**config.mk**
```make
export PLATFORM = sky130hd
export DESIGN_NAME = phy_link_power_ctrl
export DESIGN_NICKNAME = d
export VERILOG_FILES = /design/src/rtl/phy_ctl_pkg.sv /design/src/rtl/phy_link_power_ctrl.sv
export VERILOG_INCLUDE_DIRS = /design/src /design/src/rtl
export SDC_FILE = /design/constraint.sdc
export NUM_CORES = 1
export LEC_CHECK = 0
export BUFFER_PORTS_ARGS = -buffer_cell sky130_fd_sc_hd__buf_2
export CAP_MARGIN = 5
export CORE_ASPECT_RATIO = 0.9
export CORE_UTILIZATION = 29
export CTS_CLUSTER_DIAMETER = 80
export DETAILED_ROUTE_END_ITERATION = 8
export PLACE_DENSITY = 0.54
export SKIP_CTS_REPAIR_TIMING = 1
export SYNTH_ARGS = -nofsm -noshare
export SYNTH_HDL_FRONTEND = slang
export SYNTH_SLANG_ARGS = --single-unit
```
**constraint.sdc**
```tcl
create_clock -name pclk -period 5 [get_ports pclk]
set_clock_uncertainty 0.05 [all_clocks]
set_input_delay 0.25 -clock pclk [delete_from_list [all_inputs] [get_ports pclk]]
set_output_delay 0.25 -clock pclk [all_outputs]
set_load 0.02 [all_outputs]
```
**src/rtl/phy_ctl_defs.svh**
```systemverilog
`ifndef PHY_CTL_DEFS_SVH
`define PHY_CTL_DEFS_SVH

// register byte offsets
`define OFF_CTRL        12'h000
`define OFF_TIMER       12'h004
`define OFF_STATUS      12'h008
`define OFF_WAKE        12'h00C

// control register fields
`define CTRL_AN_EN      0
`define CTRL_PWR_DOWN   1
`define CTRL_PD_EN      2
`define CTRL_PM_EN      3
`define CTRL_DS_EN      4
`define CTRL_DS_CFG     5
`define CTRL_XOVER_SEL  7
`define CTRL_XOVER_DIS  9
`define CTRL_SWAP_DIS   10
`define CTRL_LPI_RX_DIS 11
`define CTRL_WAKE_MASK  12
`define CTRL_RST        32'h0000_0009

// timer register fields
`define TMR_SLEEP_SEL   0
`define TMR_WAKE_SEL    2
`define TMR_LINK_HI     4
`define TMR_LINK_LO     6
`define TMR_RST         32'h0000_0001

// status register fields
`define ST_PD_STAT      0
`define ST_DS_ACTIVE    2
`define ST_LINK         3
`define ST_PM_STATE     4
`define ST_ENERGY       6
`define ST_TEN_TE       7

// timing
`define CLK_HZ          25000000
`define MS_PER_S        1000
`define SLEEP_STEP_MS   1000
`define SLEEP_NEG_MS    80
`define SLEEP_POS_MS    60
`define LINK_STEP_MS    1000
`define FLP_GAP_MS      16
`define FLP_BURSTS      3
`define WAKE0_MS        160
`define WAKE1_MS        400
`define WAKE2_MS        800
`define WAKE3_MS        2000
`define PD_TIMEOUT_MS   500
`define DS_MIN_TRIES    2

`endif

```
**src/rtl/phy_ctl_pkg.sv**
```systemverilog
package phy_ctl_pkg;

   typedef enum logic [1:0] {PM_OFF, PM_LOW, PM_WAKE, PM_NORMAL} pm_state_t;
   typedef enum logic [1:0] {PD_IDLE, PD_SEARCH, PD_FOUND, PD_DONE} pd_state_t;

   typedef struct packed {
      logic        pready;
      logic        pslverr;
      logic [31:0] prdata;
      logic        an_en;
      logic        pwr_down;
      logic        pd_en;
      logic        pm_en;
      logic        ds_en;
      logic [1:0]  ds_cfg;
      logic [1:0]  xover_sel;
      logic        xover_dis;
      logic        swap_dis;
      logic        lpi_rx_dis;
      logic        wake_mask;
      logic [1:0]  sleep_sel;
      logic [1:0]  wake_sel;
      logic [1:0]  lt_hi;
      logic [1:0]  lt_lo;
      logic        wake_pend;
      logic        ds_active;
      logic [2:0]  fail_cnt;
      pd_state_t   pd;
      pm_state_t   pm;
      logic        energy;
      logic        link_d;
      logic [14:0] ms_cnt;
      logic        ms_tick;
      logic [15:0] tmr;
      logic [15:0] pd_tmr;
      logic [4:0]  gap;
      logic [1:0]  bursts;
      logic [7:0]  lfsr;
      logic        mdi_forced;
      logic        mdi_crossed;
      logic        auto_mdix_run;
      logic        pair_swap_en;
      logic        adv_gig;
      logic        tx_burst;
      logic        burst_pair_b;
      logic        low_power;
      logic        an_run;
      logic        pd_flp;
      logic        ten_te;
      logic        wake_out;
   } state_t;

endpackage

```
**src/rtl/phy_link_power_ctrl.sv**
```systemverilog
// The placing of the registers and the APB interface to the registers are this design's own decisions.
`timescale 1ns/1ns
`include "phy_ctl_defs.svh"

// Contract
// - crossover force field selects MDI, MDI-X, or automatic
// - downshift gigabit advertisement after configured failed attempts
// - leave downshift when gigabit partner appears
// - wake event sets pending when masked in
// - searching sends special bursts, status 00
// - looped back pulses give status 01
// - timeout gives 10, then normal autonegotiation
// - link loss re-enables detection, stops autonegotiation
// - power management enable bit, writable anytime
// - alternate low and wake until energy
// - normal link loss returns low after timeout
// - reset starts power management in low
// - forced speed: after energy stay normal
// - autonegotiation off in normal: stay normal
// - low sleeps programmed time with random offset
// - wake sends up to three bursts, alternating
// - link timeout built from high and low fields
// - energy in low moves to normal
module phy_link_power_ctrl
   import phy_ctl_pkg::*;
#(
   parameter int MS_CYCLES = `CLK_HZ / `MS_PER_S
) (
   // clock and reset
   input  wire logic        pclk,
   input  wire logic        presetn,
   // apb slave
   input  wire logic        psel,
   input  wire logic        penable,
   input  wire logic        pwrite,
   input  wire logic [11:0] paddr,
   input  wire logic [31:0] pwdata,
   output logic             pready,
   output logic             pslverr,
   output logic [31:0]      prdata,
   // line side status
   input  wire logic        energy_detect,
   input  wire logic        link_up,
   input  wire logic        gig_attempt_fail,
   input  wire logic        partner_gig_seen,
   input  wire logic        flp_loopback_seen,
   input  wire logic        wake_event,
   // line side control
   output logic             mdi_forced,
   output logic             mdi_crossed,
   output logic             auto_mdix_run,
   output logic             pair_swap_en,
   output logic             adv_gig,
   output logic             tx_burst,
   output logic             burst_pair_b,
   output logic             low_power,
   output logic             an_run,
   output logic             pd_flp,
   output logic             ten_te,
   output logic             wake_out
);
   import phy_ctl_pkg::*;

   state_t s_q;
   state_t s_d;

   logic        wr;
   logic        rd;
   logic [7:0]  rnd;
   logic [15:0] sleep_ms;
   logic [15:0] wake_ms;
   logic [15:0] link_ms;
   logic [1:0]  pd_code;
   logic [31:0] ctrl_rd;
   logic [31:0] tmr_rd;
   logic [31:0] st_rd;

   always_comb begin
      rnd = (s_q.lfsr > 8'd140) ? s_q.lfsr - 8'd141 : s_q.lfsr;
      // random term spans the negative and positive spread
      sleep_ms = 16'({14'd0, s_q.sleep_sel} + 16'd1) * 16'(`SLEEP_STEP_MS)
               - 16'(`SLEEP_NEG_MS) + {8'h00, rnd};
      unique case (s_q.wake_sel)
         2'h0: wake_ms = 16'(`WAKE0_MS);
         2'h1: wake_ms = 16'(`WAKE1_MS);
         2'h2: wake_ms = 16'(`WAKE2_MS);
         2'h3: wake_ms = 16'(`WAKE3_MS);
      endcase
      link_ms = 16'({12'h000, s_q.lt_hi, s_q.lt_lo} + 16'd1) * 16'(`LINK_STEP_MS);
      unique case (s_q.pd)
         PD_FOUND: pd_code = 2'h1;
         PD_DONE:  pd_code = 2'h2;
         default:  pd_code = 2'h0;
      endcase
      ctrl_rd = 32'h0000_0000;
      ctrl_rd[`CTRL_AN_EN]                    = s_q.an_en;
      ctrl_rd[`CTRL_PWR_DOWN]                 = s_q.pwr_down;
      ctrl_rd[`CTRL_PD_EN]                    = s_q.pd_en;
      ctrl_rd[`CTRL_PM_EN]                    = s_q.pm_en;
      ctrl_rd[`CTRL_DS_EN]                    = s_q.ds_en;
      ctrl_rd[`CTRL_DS_CFG+1:`CTRL_DS_CFG]    = s_q.ds_cfg;
      ctrl_rd[`CTRL_XOVER_SEL+1:`CTRL_XOVER_SEL] = s_q.xover_sel;
      ctrl_rd[`CTRL_XOVER_DIS]                = s_q.xover_dis;
      ctrl_rd[`CTRL_SWAP_DIS]                 = s_q.swap_dis;
      ctrl_rd[`CTRL_LPI_RX_DIS]               = s_q.lpi_rx_dis;
      ctrl_rd[`CTRL_WAKE_MASK]                = s_q.wake_mask;
      tmr_rd = 32'h0000_0000;
      tmr_rd[`TMR_SLEEP_SEL+1:`TMR_SLEEP_SEL] = s_q.sleep_sel;
      tmr_rd[`TMR_WAKE_SEL+1:`TMR_WAKE_SEL]   = s_q.wake_sel;
      tmr_rd[`TMR_LINK_HI+1:`TMR_LINK_HI]     = s_q.lt_hi;
      tmr_rd[`TMR_LINK_LO+1:`TMR_LINK_LO]     = s_q.lt_lo;
      st_rd = 32'h0000_0000;
      st_rd[`ST_PD_STAT+1:`ST_PD_STAT]        = pd_code;
      st_rd[`ST_DS_ACTIVE]                    = s_q.ds_active;
      st_rd[`ST_LINK]                         = s_q.link_d;
      st_rd[`ST_PM_STATE+1:`ST_PM_STATE]      = s_q.pm;
      st_rd[`ST_ENERGY]                       = s_q.energy;
      st_rd[`ST_TEN_TE]                       = s_q.ten_te;
   end

   always_comb begin
      s_d = s_q;
      // one wait state: the answer comes in the second access cycle
      wr = psel & penable & s_q.pready & pwrite;
      rd = psel & penable & ~s_q.pready & ~pwrite;
      s_d.pready  = psel & penable & ~s_q.pready;
      s_d.pslverr = 1'b0;
      // read data only stands with pready, idle bus reads zero
      s_d.prdata  = 32'h0000_0000;
      if (psel && penable && !s_q.pready) begin
         unique case (paddr)
            `OFF_CTRL:   s_d.prdata = rd ? ctrl_rd : 32'h0000_0000;
            `OFF_TIMER:  s_d.prdata = rd ? tmr_rd : 32'h0000_0000;
            `OFF_STATUS: s_d.prdata = rd ? st_rd : 32'h0000_0000;
            `OFF_WAKE:   s_d.prdata = rd ? {31'h0, s_q.wake_pend} : 32'h0000_0000;
            default: begin
               s_d.prdata  = 32'h0000_0000;
               s_d.pslverr = 1'b1;
            end
         endcase
      end
      if (wr) begin
         unique case (paddr)
            `OFF_CTRL: begin
               s_d.an_en      = pwdata[`CTRL_AN_EN];
               s_d.pwr_down   = pwdata[`CTRL_PWR_DOWN];
               s_d.pd_en      = pwdata[`CTRL_PD_EN];
               s_d.pm_en      = pwdata[`CTRL_PM_EN];
               s_d.ds_en      = pwdata[`CTRL_DS_EN];
               s_d.ds_cfg     = pwdata[`CTRL_DS_CFG+1:`CTRL_DS_CFG];
               s_d.xover_sel  = pwdata[`CTRL_XOVER_SEL+1:`CTRL_XOVER_SEL];
               s_d.xover_dis  = pwdata[`CTRL_XOVER_DIS];
               s_d.swap_dis   = pwdata[`CTRL_SWAP_DIS];
               s_d.lpi_rx_dis = pwdata[`CTRL_LPI_RX_DIS];
               s_d.wake_mask  = pwdata[`CTRL_WAKE_MASK];
            end
            `OFF_TIMER: begin
               s_d.sleep_sel = pwdata[`TMR_SLEEP_SEL+1:`TMR_SLEEP_SEL];
               s_d.wake_sel  = pwdata[`TMR_WAKE_SEL+1:`TMR_WAKE_SEL];
               s_d.lt_hi     = pwdata[`TMR_LINK_HI+1:`TMR_LINK_HI];
               s_d.lt_lo     = pwdata[`TMR_LINK_LO+1:`TMR_LINK_LO];
            end
            `OFF_WAKE: if (pwdata[0]) s_d.wake_pend = 1'b0;
            default: ;
         endcase
      end
      // set after the clear so a coincident event survives
      if (wake_event && s_q.wake_mask) begin
         s_d.wake_pend = 1'b1;
      end

      s_d.energy = energy_detect;
      s_d.link_d = link_up;
      s_d.lfsr   = {s_q.lfsr[6:0], s_q.lfsr[7] ^ s_q.lfsr[5] ^ s_q.lfsr[4] ^ s_q.lfsr[3]};
      s_d.ms_tick = 1'b0;
      if (s_q.ms_cnt == 15'(MS_CYCLES - 1)) begin
         s_d.ms_cnt  = 15'h0000;
         s_d.ms_tick = 1'b1;
      end else begin
         s_d.ms_cnt = s_q.ms_cnt + 15'h0001;
      end

      // downshift: fail counter resets on link
      if (!s_q.ds_en) begin
         s_d.ds_active = 1'b0;
         s_d.fail_cnt  = 3'h0;
      end else if (s_q.ds_active && partner_gig_seen) begin
         s_d.ds_active = 1'b0;
         s_d.fail_cnt  = 3'h0;
      end else if (link_up) begin
         s_d.fail_cnt = 3'h0;
      end else if (gig_attempt_fail && !s_q.ds_active) begin
         if (s_q.fail_cnt + 3'h1 >= {1'b0, s_q.ds_cfg} + 3'(`DS_MIN_TRIES)) begin
            s_d.ds_active = 1'b1;
            s_d.fail_cnt  = 3'h0;
         end else begin
            s_d.fail_cnt = s_q.fail_cnt + 3'h1;
         end
      end

      // powered device detection
      if (!(s_q.pd_en && s_q.an_en)) begin
         s_d.pd = PD_IDLE;
      end else begin
         unique case (s_q.pd)
            PD_IDLE: begin
               s_d.pd     = PD_SEARCH;
               s_d.pd_tmr = 16'(`PD_TIMEOUT_MS);
            end
            PD_SEARCH: begin
               if (flp_loopback_seen) begin
                  s_d.pd = PD_FOUND;
               end else if (s_q.ms_tick) begin
                  if (s_q.pd_tmr == 16'h0000) s_d.pd = PD_DONE;
                  else s_d.pd_tmr = s_q.pd_tmr - 16'h0001;
               end
            end
            PD_FOUND, PD_DONE: begin
               if (s_q.link_d && !link_up) begin
                  s_d.pd     = PD_SEARCH;
                  s_d.pd_tmr = 16'(`PD_TIMEOUT_MS);
               end
            end
         endcase
      end
      s_d.pd_flp = (s_d.pd == PD_SEARCH);
      s_d.an_run = s_q.an_en && (s_d.pd != PD_SEARCH);

      // power management
      s_d.tx_burst = 1'b0;
      if (!s_q.pm_en) begin
         s_d.pm = PM_OFF;
      end else begin
         unique case (s_q.pm)
            PM_OFF: begin
               // enabled mid-operation: keep a live link
               s_d.pm  = PM_NORMAL;
               s_d.tmr = link_ms;
            end
            PM_LOW: begin
               if (s_q.energy) begin
                  s_d.pm  = PM_NORMAL;
                  s_d.tmr = link_ms;
               end else if (s_q.ms_tick) begin
                  if (s_q.tmr == 16'h0000) begin
                     s_d.pm     = PM_WAKE;
                     s_d.tmr    = wake_ms;
                     s_d.gap    = 5'h00;
                     s_d.bursts = 2'h0;
                  end else begin
                     s_d.tmr = s_q.tmr - 16'h0001;
                  end
               end
            end
            PM_WAKE: begin
               if (s_q.ms_tick) begin
                  if (s_q.tmr == 16'h0000) begin
                     s_d.pm  = PM_LOW;
                     s_d.tmr = sleep_ms;
                  end else begin
                     s_d.tmr = s_q.tmr - 16'h0001;
                     if (s_q.gap == 5'h00 && s_q.bursts != 2'(`FLP_BURSTS)) begin
                        s_d.tx_burst     = 1'b1;
                        s_d.burst_pair_b = s_q.bursts[0];
                        s_d.bursts       = s_q.bursts + 2'h1;
                        s_d.gap          = 5'(`FLP_GAP_MS - 1);
                     end else if (s_q.gap != 5'h00) begin
                        s_d.gap = s_q.gap - 5'h01;
                     end
                  end
               end
            end
            PM_NORMAL: begin
               // with autonegotiation off the state is held while an_en stays clear
               if (!s_q.an_en || link_up) begin
                  s_d.tmr = link_ms;
               end else if (s_q.ms_tick) begin
                  if (s_q.tmr == 16'h0000) begin
                     s_d.pm  = PM_LOW;
                     s_d.tmr = sleep_ms;
                  end else begin
                     s_d.tmr = s_q.tmr - 16'h0001;
                  end
               end
            end
         endcase
      end
      s_d.low_power = s_q.pwr_down || (s_d.pm == PM_LOW) || (s_d.pm == PM_WAKE);

      // pair assignment
      s_d.mdi_forced    = s_q.xover_sel[1];
      s_d.mdi_crossed   = (s_q.xover_sel == 2'h3);
      s_d.auto_mdix_run = !s_q.xover_sel[1] && (s_q.an_en || !s_q.xover_dis);
      s_d.pair_swap_en  = !s_q.xover_sel[1] && !s_q.swap_dis;
      s_d.adv_gig       = !s_d.ds_active;
      s_d.ten_te        = s_q.lpi_rx_dis;
      s_d.wake_out      = s_d.wake_pend;
   end

   always_ff @(posedge pclk or negedge presetn) begin
      if (!presetn) begin
         s_q <= '0;
         s_q.an_en         <= 1'b1;
         s_q.pm_en         <= 1'b1;
         s_q.sleep_sel     <= 2'h1;
         s_q.pm            <= PM_LOW;
         s_q.lfsr          <= 8'h5A;
         s_q.auto_mdix_run <= 1'b1;
         s_q.pair_swap_en  <= 1'b1;
         s_q.adv_gig       <= 1'b1;
         s_q.low_power     <= 1'b1;
         s_q.an_run        <= 1'b1;
         s_q.tmr           <= 16'h0000;
      end else begin
         s_q <= s_d;
      end
   end

   assign pready        = s_q.pready;
   assign pslverr       = s_q.pslverr;
   assign prdata        = s_q.prdata;
   assign mdi_forced    = s_q.mdi_forced;
   assign mdi_crossed   = s_q.mdi_crossed;
   assign auto_mdix_run = s_q.auto_mdix_run;
   assign pair_swap_en  = s_q.pair_swap_en;
   assign adv_gig       = s_q.adv_gig;
   assign tx_burst      = s_q.tx_burst;
   assign burst_pair_b  = s_q.burst_pair_b;
   assign low_power     = s_q.low_power;
   assign an_run        = s_q.an_run;
   assign pd_flp        = s_q.pd_flp;
   assign ten_te        = s_q.ten_te;
   assign wake_out      = s_q.wake_out;

endmodule

```
==> results of run 1 <==
## metrics by stage
| stage | hold slack [ns] | total power [mW] | area, sq um | setup slack (ns) | utilization |
|---|---|---|---|---|---|
| finish | 0.00401 | 2.40 | 9070 | 0.785 | 0.345 |
| global placement | 0.311 | 1.07 | 8380 | 0.771 | 0.319 |
| CTS | -0.131 | 2.43 | 9020 | 0.744 | 0.343 |
| global route | 0.00510 | 2.47 | 9070 | 0.471 | 0.345 |
| floorplan | -0.0956 | 1.04 | 7900 | 0.901 | - |
| detailed placement | 0.310 | 1.07 | 8380 | 0.749 | 0.319 |
## worst paths after layout
kind,startpoint,endpoint,slack [ns],cells after the start
setup reg to reg,s_q[86],s_q[57],0.78,15
hold / removal,wake_event,wake_out,0.004,2
hold reg to reg,ctrl_rd[11],ten_te,0.34,0
setup / recovery,s_q[86],s_q[57],0.78,15
max in group asynchronous,presetn,s_q[78],3.20,3
min in group asynchronous,presetn,s_q[83],0.44,2
## where the power goes
part / internal [mW] / switching [mW]
registers: 0.982 / 0.00241
clock network: 0.865 / 0.484
logic: 0.0186 / 0.0497
total: 1.87 / 0.536
## area by class of cell
cell class                      count  area [sq um]  share of cell area
Clock buffer                       19           453              0.0499
Clock inverter                     13           191              0.0211
Inverter                           53           199              0.0219
Multi-Input combinational cell    614          4360               0.480
Sequential cell                   121          3040               0.336
Tap cell                          348           435              0.0480
Timing Repair Buffer               71           393              0.0433
## logic make-up (layout without fill, tap and decap cells)
kind of cell | Yosys count | count (layout) | share of synthesized area
other cells | 1 | 19 | 0.000479
simple gates | 277 | 277 | 0.181
xor+xnor | 61 | 61 | 0.0682
compound gates | 161 | 161 | 0.140
buf+inv | 99 | 156 | 0.0640
fa+ha+maj | 61 | 61 | 0.109
flops | 121 | 121 | 0.389
mux | 35 | 35 | 0.0490
## sequential cells by signal, summed over array words and instances (netlist names), 7 cells and up
name and flops:
ctrl_rd 13, prdata 13, s_d 7, s_q 74
## cell usage in the layout, fill, tap and decap left out, drive strengths merged, types with 27 or more instances in the layout
cell   instances
nor3          30
mux2          27
xnor2         34
dfrtp        108
nand2         59
buf           66
nor2          74
o21ai         41
inv           55
ha            49
a21oi         31
xor2          27
## layer usage
metal	vias up	track usage	part of all wire
li1	2966	-	-
met4	0	0.0385	0.011
met5	-	0	0
met3	19	0.0343	0.046
met1	2920	0.198	0.51
met2	138	0.211	0.43
==> out/summary.md, run 1 <==
In the final routed layout, each cell accounts on average for 15.1 um. The worst setup path is captured at a flip-flop. The cell at the root of the clock tree was clkbuf_16.

The number of failing hold endpoints at the final stage came out at 0. The total wirelength of the detailed-routed design is 18.7 mm. The number of optimization iterations in the first detailed-route pass is 5.

The share of post-route cells with drive strength above 1 works out to 0.174. The number of DRC violations after detailed routing was 0; the total negative setup slack was 0 ns. The count of antenna-violating nets left after detailed routing is 0.

0 antenna diodes ended up in the layout. The measured slew at the worst slew-check pin was 1.03 ns; the number of flops mapped to enable cells by yosys was 0. In this run the core area contains 56 standard-cell rows. The synthesized netlist occupies a cell area of 0.00784 sq mm. The tools report the total overflow reported by the global router as 0.

TritonCTS built the clock tree. After clock tree synthesis, the clock-pin slew on the worst setup and hold paths is 0.06 ns. The largest fanout on the critical path came out at 8.

The number of inserted filler cells in the final layout came out at 2740. Once detailed placement completed, the half-perimeter wirelength came to 13.8 mm. The count of buffer and inverter cells on the critical path is 3, and the number of DRC violations after detailed-routing iteration 0 is 491. The share of the clock period used by the worst path works out to 0.843.

Setup repair after global routing left no endpoint under its margin. The logs give 4.47 ns for the arrival time of the worst setup path and 1239 for the final cell count without fillers. The async set or reset register ratio after synthesis is 1.00. The number of antenna violations at the first check in global routing is 0, and the worst-case vdd ir drop is 0.182 mV.

Compared with the post-synthesis result, the final layout area differs by 15.8%. The number of vias per cell is 4.88, and the overall via count from detail_route is 6043. In this run, synthesis produced a sequential element count of 121. For the count of unique library cells instantiated by Yosys, the log shows 77.

The flow ran to the end, and the final reports show no timing, DRC or antenna violations. The overall track demand over capacity in global routing was 0.140; the number of clock sinks was 121. For this run, the post-layout net count is 994. The maximum clock path buffer count is 2, and the effective utilization at floorplan is 0.298. The worst setup path is of the flip-flop to flip-flop kind. The final count of pins violating max slew is 0.

The first global-routing pass estimated 30.6 mm of wire. Delay of the slowest cell on the worst path: 0.53 ns. For the via count of the first global-routing pass, the log shows 5724. In this run the count of I/O pins placed on the die edge is 101. STA puts the critical path data required time at 5.26 ns. Setup violations remaining at the end of the flow were counted as 0. The signal on the critical path passes through ha_1 -> xnor2_1 -> inv_1 -> ha_1 -> inv_1 -> fa_1 -> fa_1 -> inv_1 -> ha_1 -> nor2b_1 -> o2111ai_1 -> nand4_1 -> o21ai_0 -> xnor2_1 -> a221o_1.

For the worst-skew pair, the clock arrives at the later sink with an insertion delay of 0.42 ns. The tools report the number of maximum-capacitance constraint violations as 0. The mean area per synthesized cell was 9.60 sq um. STA classifies the critical path startpoint as a flip-flop. Ranked by total cell area, the synthesized netlist is headed by dfrtp_1 34%, ha_1 7.8%, dfstp_2 4.4%. The worst relative slew slack was 0.307; the die area was 0.0277 sq mm. The region available for standard cell placement spans 0.0263 sq mm.

In the synthesized netlist the dominant register cell turns out to be dfrtp_1. The top cell type's share of synthesized area was 0.345. The synthesized design spends more area on one cell type than any other, namely dfrtp_1. Broken down by cell family, the worst path's largest delay share belongs to adder cells.

The cell count after placement came out at 1202. The commonest cells after synthesis are 108 x dfrtp_1, 72 x nor2_1, 59 x nand2_1, 52 x inv_1, 49 x ha_1. Cell count after synthesis: 816. The clock period could shrink to 4.22 ns.

Most repeated cell in the gate-level netlist after synthesis: dfrtp_1. The power per unit of standard cell area came out at 265 mW/mm^2. The leakage power summed over all cells is 4.08 nW. TritonCTS created 17 clock buffers. The largest net degree at the start of global routing came out at 70. The horizontal die dimension was 175 um; the synthesis warning total was 0. The largest individual stage delay along the critical path comes from the cell dfrtp_1. The sequential fraction of the synthesis area came out at 0.389.

In this run the vertical extent of the chip is 158 um. The port buffer count is 62. Number of H-tree levels: 4.

At the end of routability-driven placement, the weighted congestion stood at 0.870. Based on the critical path, the design can be clocked at up to 237 MHz. The kind of path behind the tightest hold check was input pin to flip-flop.
Power figures use the tool's default switching activity.
==> inputs of run 2 (changes only) <==
- clock period: 5 -> 4.3 ns (I/O delays scaled with it)
==> run 2 against run 1 <==
  * The flow now finishes with violations (hold timing)
  * Setup slack got worse by 0.54 ns
  * Power rose by 13%
  * Critical path depth fell by 2
  * Count of clock-buffer cells in the layout fell by 2
  * Design area rose by 1.1%
  * Utilization rose by 0.40 points
  * Clock power rose by 10%
  * Fmax rose by 4.0%
  * Routed wire length fell by 2.0%
  * Combinational power rose by 24%
  * Non-clock buffer count rose by 13
  * Global-route usage rose by 0.070 points
  * Critical endpoint is now s_q[53]
  * Largest cell class unchanged
  * Highest routed layer unchanged
==> out/summary.md, run 2 (synthesis results as in run 1) <==
The flow ran to the end, but the final reports show violations. The final reports fail on hold timing. The first routing iteration left 499 violations. Setup repair after global routing left no endpoint under its margin. The tools report the number of inserted filler cells in the final layout as 2674. The worst setup path is of the flip-flop to flip-flop kind. STA classifies the critical path startpoint as a flip-flop. Overall track demand over capacity in global routing: 0.141. The flip-flop count of the largest register after layout was 74.

The number of failing hold endpoints at the final stage was 2. The total number of placement rows was 56. Count of antenna-violating nets left after detailed routing: 0.

During placement, the flow inserted port buffers numbering 62. The routed design could run at a clock period as short as 4.05 ns. The effective utilization at floorplan was 0.298. The first TritonRoute pass finished after 5 iterations.

After routing, the total negative slack on setup checks comes to 0 ns. Number of vias per cell: 4.82. The height of the chip is 158 um.

Detailed placement finished with a half-perimeter wire length of 13.6 mm. IR analysis of the VDD net gives a maximum drop of 0.236 mV. The share of post-route cells with drive strength above 1 was 0.181; the leakage power summed over all cells was 4.13 nW. The detailed router placed 6037 vias in this run. The number of DRC violations after detailed routing was 0.

Entering global routing, the biggest net connects 122 pins. The number of antenna diodes in the final layout is 0. For this design, the sink count on the clock tree is 121. The die covers 0.0277 sq mm. The tools report the critical path endpoint category as a flip-flop. The H-tree was split into 4 levels. In the final layout, flip-flops and latches occupy 0.00304 sq mm.

Measured slew at the worst slew-check pin: 1.03 ns. The cell with the biggest individual delay on the critical path is fa_2. The share of the clock period used by the worst path is 0.943. Leaving out fill and tap cells, the most frequent cell in the layout is dfrtp_1. In this run the deepest clock path goes through 2 buffers.

Along the worst path, the maximum fanout reaches 5. After detailed routing, the average wire length per cell comes to 14.7 um. Setup violations remaining at the end of the flow were counted as 0.

The tools report the worst relative slew slack as 0.309. The tools report the number of maximum-capacitance constraint violations as 0. For the first-pass GRT wire length, the log shows 30.6 mm. In this run, CTS created clock tree buffers numbering 17.

After the last flow step, the layout net total stands at 1007. For this block, the routed nets add up to 18.4 mm of wire. The signal on the critical path passes through ha_1 -> and3_1 -> fa_2 -> fa_1 -> fa_1 -> inv_1 -> ha_1 -> or2_2 -> o22ai_1 -> xnor2_1 -> a22o_1 -> a211oi_1 -> nor3_1. TritonCTS built the clock tree. The final count of pins violating max slew was 0; the area growth from synthesis to layout was 17.1%. The run gives 0.00437 sq mm as the total area of multi-input combinational cells.

The clock-pin slew on the worst setup and hold paths came out at 0.06 ns. s_q holds more flip-flops than any other register. For this design the top-level I/O count stands at 101. The run gives 0.0263 sq mm as the floorplan core area.

For the critical path required time, the log shows 4.55 ns. The delay of the slowest cell on the worst path was 0.63 ns; the clock network latency to the later pin of the worst-skew pair was 0.42 ns. Data arrives at the worst endpoint at 4.30 ns. The horizontal die dimension came out at 175 um. The kind of path behind the tightest hold check is input pin to flip-flop. The number of antenna violations at the first check in global routing was 0. The via count of the first global-routing pass is 5805, and the tightest hold margin is -0.00929 ns. The routability-driven placement congestion ratio is 0.872. For this run, the top clock speed supported by timing is 247 MHz.

In this run the clock root is driven by a clkbuf_16. Leaving out fill and tap cells, the most frequent cells in the layout are 108 x dfrtp_1, 72 x nor2_1, 61 x buf_2, 59 x nand2_1, 52 x inv_1. Power per unit of standard cell area: 297 mW/mm^2. After global routing the overflow that remains totals 0.
run 2: worst max-delay path: cells and delay by family (launching register included):
| kind | cells | cell delay [ns] |
|---|---|---|
| flops | 1 | 0.43 |
| simple gates | 3 | 0.60 |
| compound gates | 3 | 0.57 |
| xor+xnor | 1 | 0.14 |
| fa+ha+maj | 5 | 2.10 |
| buf+inv | 1 | 0.04 |
run 2: final timing paths:
| check | slack, ns | endpoint | start | cells after the start |
|---|---|---|---|---|
| min in group asynchronous | 0.38 | ctrl_rd[10] | presetn | 3 |
| setup / recovery | 0.25 | s_q[53] | s_q[86] | 13 |
| setup reg to reg | 0.25 | s_q[53] | s_q[86] | 13 |
| max in group asynchronous | 3.33 | s_q[53] | presetn | 3 |
| hold / removal | -0.009 | s_q[90] | pwdata[2] | 2 |
| hold reg to reg | 0.34 | ten_te | ctrl_rd[11] | 0 |
run 2: per-layer routing:
metal,part of all wire,vias to the layer above,wire length [um],global-route usage
met1,0.51,2893,9360,0.205
met5,0,-,0,0
met3,0.044,23,801,0.0267
li1,-,2994,-,-
met2,0.43,127,7950,0.207
met4,0.014,0,264,0.0451
run 2: power breakdown:
part	internal [mW]	switching [mW]
combinational	0.0265	0.0584
clock	0.922	0.571
sequential	1.14	0.00269
run 2: through the flow:
stage | total power, mW | worst slack (ns) | util | area (sq um) | instances
floorplan | 1.21 | 0.201 | - | 7900 | 834
global placement | 1.24 | 0.261 | 0.321 | 8440 | 1209
detailed placement | 1.24 | 0.147 | 0.321 | 8440 | 1209
CTS | 2.75 | 0.155 | 0.345 | 9060 | 1241
global route | 2.81 | 0.0225 | 0.349 | 9180 | 1252
finish | 2.72 | 0.246 | 0.349 | 9180 | 1252
run 2: layout make-up:
type / instances / area share
multi-input combinational: 614 / 0.476
sequential: 121 / 0.332
timing repair buffer: 84 / 0.0564
tap: 348 / 0.0475
clock buffer: 17 / 0.0464
inverter: 53 / 0.0217
clock inverter: 15 / 0.0205
==> inputs of run 3 (changes only) <==
- BUFFER_PORTS_ARGS: -buffer_cell sky130_fd_sc_hd__buf_2 -> -buffer_cell sky130_fd_sc_hd__buf_4
- CORE_MARGIN: unset -> 4
==> run 3 against run 2 <==
  * The flow now finishes without violations
  * Clock power is 4% lower
  * Register-to-register slack about the same
  * Hold slack better by 0.039 ns
  * Combinational power rose by 16%
  * Fmax fell by 0.17%
  * Critical path type unchanged
==> out/summary.md, run 3 (synthesis results as in run 1) <==
After detailed placement, the total cell area comes to 0.00859 sq mm. The die is 164 um tall. From synthesis to final layout, the design area changed by 19.5%. The number of antenna diodes in the final layout is 0. In this run the top signal layer used is met4.

TritonCTS built the clock tree. The clock period could shrink to 4.06 ns. For the pin with the worst max-slew slack, the measured transition is 1.07 ns. Counting every sink on the clock net gives 121. For this run, design rule violations remaining after detail routing come to 0. The number of inserted filler cells in the final layout came out at 2706.

The routability-driven placement congestion ratio was 0.884; the count of endpoints failing setup in the final report was 0. The count of cells along the worst hold path was 3; the number of optimization iterations in the first detailed-route pass was 5. The tools report the via count of the first global-routing pass as 6021. Walking the worst path, the cells encountered are ha_1 -> and3_1 -> fa_2 -> fa_1 -> fa_1 -> inv_1 -> ha_1 -> or2_2 -> o22ai_1 -> xnor2_1 -> a22o_1 -> a211oi_1 -> nor3_1. Share of the core filled with cells in the final layout: 0.355. After global routing the overflow that remains totals 0. For the met3 layer wire length in the routed design, the log shows 887 um. The share of post-route cells with drive strength above 1 was 0.179; the overall track demand over capacity in global routing was 0.132. The cell at the root of the clock tree was clkbuf_16. The sum of routed wire segments on met1 is 9.70 mm. In this run the critical register-to-register path is captured at s_q[53].

The largest individual stage delay along the critical path comes from the cell fa_2. Pin placement for this block handled 101 I/O pins. The startpoint-to-endpoint class of the critical path is flip-flop to flip-flop.

During placement, the flow inserted port buffers numbering 62. The most flop-heavy register was s_q. On the critical path the largest part of the delay comes from adder cells. The tools report the critical path endpoint category as a flip-flop. The tools report the number of failing hold endpoints at the final stage as 0. The sum of met2 wire segment lengths after detailed routing is 8.30 mm, and the first-pass GRT wire length is 32.0 mm.

After the last flow step, the layout net total stands at 1014. Counting cells, the worst reg-to-reg path comes to 13. Horizontal die dimension: 181 um.

The total number of placement rows was 56; the leakage power summed over all cells was 4.18 nW. Leaving out fill and tap cells, the most frequent cells in the layout are 107 x dfrtp_1, 74 x buf_4, 72 x nor2_1, 59 x nand2_1, 52 x inv_1. The tools report the worst relative slew slack as 0.285. In the routed layout, each cell is associated on average with a via count of 4.90.

The clock passes through at most 2 buffers. Leaving out filler cells and counting taps, the final layout contains 1258. The register with the most flip-flops in the layout has 74 of them. For hold timing, the worst endpoint is adv_gig.

The HPWL after detailed placement is 14.4 mm. The number of antenna violations at the first check in global routing is 0. The number of DRC violations after detailed-routing iteration 0 is 413, and the power per unit of standard cell area is 285 mW/mm^2.

The startpoint identified for the worst hold timing path is partner_gig_seen. Entering global routing, the biggest net connects 43 pins. The run gives 0.00437 sq mm as the total area of multi-input combinational cells.

Setup repair after global routing could not meet its margin everywhere. The startpoint class of the critical path is a flip-flop. Across the run, the number of max-cap violations was 0. The min-delay analysis places its worst path in the category input pin to flip-flop. The cell count after placement was 1210; the total negative setup slack was 0 ns. The post-detailed-route wirelength per cell came out at 15.2 um. Across the whole layout, storage elements account for 0.00305 sq mm. The final layout contains routed wiring with a total length of 19.1 mm. Once detail routing completed, the nets flagged for antenna violations numbered 0. The floorplan core area is 0.0263 sq mm, and the worst-case vdd ir drop is 0.223 mV.

The most frequent standard cell in the layout excluding fill and tap cells was dfrtp_1. The effective utilization at floorplan is 0.297, and the delay of the slowest cell on the worst path is 0.64 ns. At the worst endpoint, the arrival time is 4.31 ns. The number of H-tree levels was 4. The share of the clock period used by the worst path is 0.945.

The count of buffer and inverter cells on the critical path works out to 1. The tools report the clock network latency to the later pin of the worst-skew pair as 0.43 ns. The finished cells cover 0.00936 sq mm. Along the worst path, the maximum fanout reaches 5.

TritonCTS created 17 clock buffers. The die area is 0.0297 sq mm, and the clock-pin slew on the worst setup and hold paths is 0.05 ns. Hold is met by 0.0298 ns. The run finished with clean final reports.

The final count of pins violating max slew is 0. The routed layout has 6169 vias. The run gives 0.24 ns as the minimum setup slack among reg-to-reg paths.

The worst register-to-register path begins at s_q[86]. The critical path required time was 4.55 ns; the maximum clock rate was 246 MHz.
[run 3: area by class of cell]
cell class / instances / share of cell area
multi-input cells: 614 / 0.466
flip-flops and latches: 121 / 0.325
repair buffers: 91 / 0.0775
clock buffers: 24 / 0.0536
well taps: 348 / 0.0465
inverters: 53 / 0.0212
clock inverters: 7 / 0.00962
[run 3: through the flow]
step,total power [mW],worst slack [ns]
after detailed placement,1.25,0.138
after floorplan,1.21,0.201
after CTS,2.69,0.130
after global placement,1.25,0.254
after global routing,2.77,0.00498
final,2.67,0.239
[run 3: how the worst max path moves through the flow]
stage / start / endpoint / slack, ns / cells past startpoint
floorplan: s_q[86] / s_q[53] / 0.20 / 13
global placement: s_q[86] / s_q[57] / 0.25 / 15
detailed placement: s_q[86] / s_q[53] / 0.14 / 13
CTS: s_q[86] / s_q[53] / 0.13 / 13
global route: s_q[86] / s_q[57] / 0.005 / 15
finish: s_q[86] / s_q[53] / 0.24 / 13
[run 3: worst min-delay path: cells and delay by family]
| family | cells | cell delay (ns) |
|---|---|---|
| buffers and inverters | 1 | 0.09 |
| and+or+nand+nor | 1 | 0.09 |
| AOI/OAI and AO/OA | 1 | 0.07 |
[run 3: metal layers]
metal  GRT usage  vias up
met5           0        -
met4      0.0334        0
met3      0.0314       19
met2       0.193      150
met1       0.195     2993
li1            -     3007
[run 3: power by group]
group	switching, mW	internal [mW]
Sequential	0.00272	1.14
Combinational	0.0601	0.0385
Clock	0.504	0.923
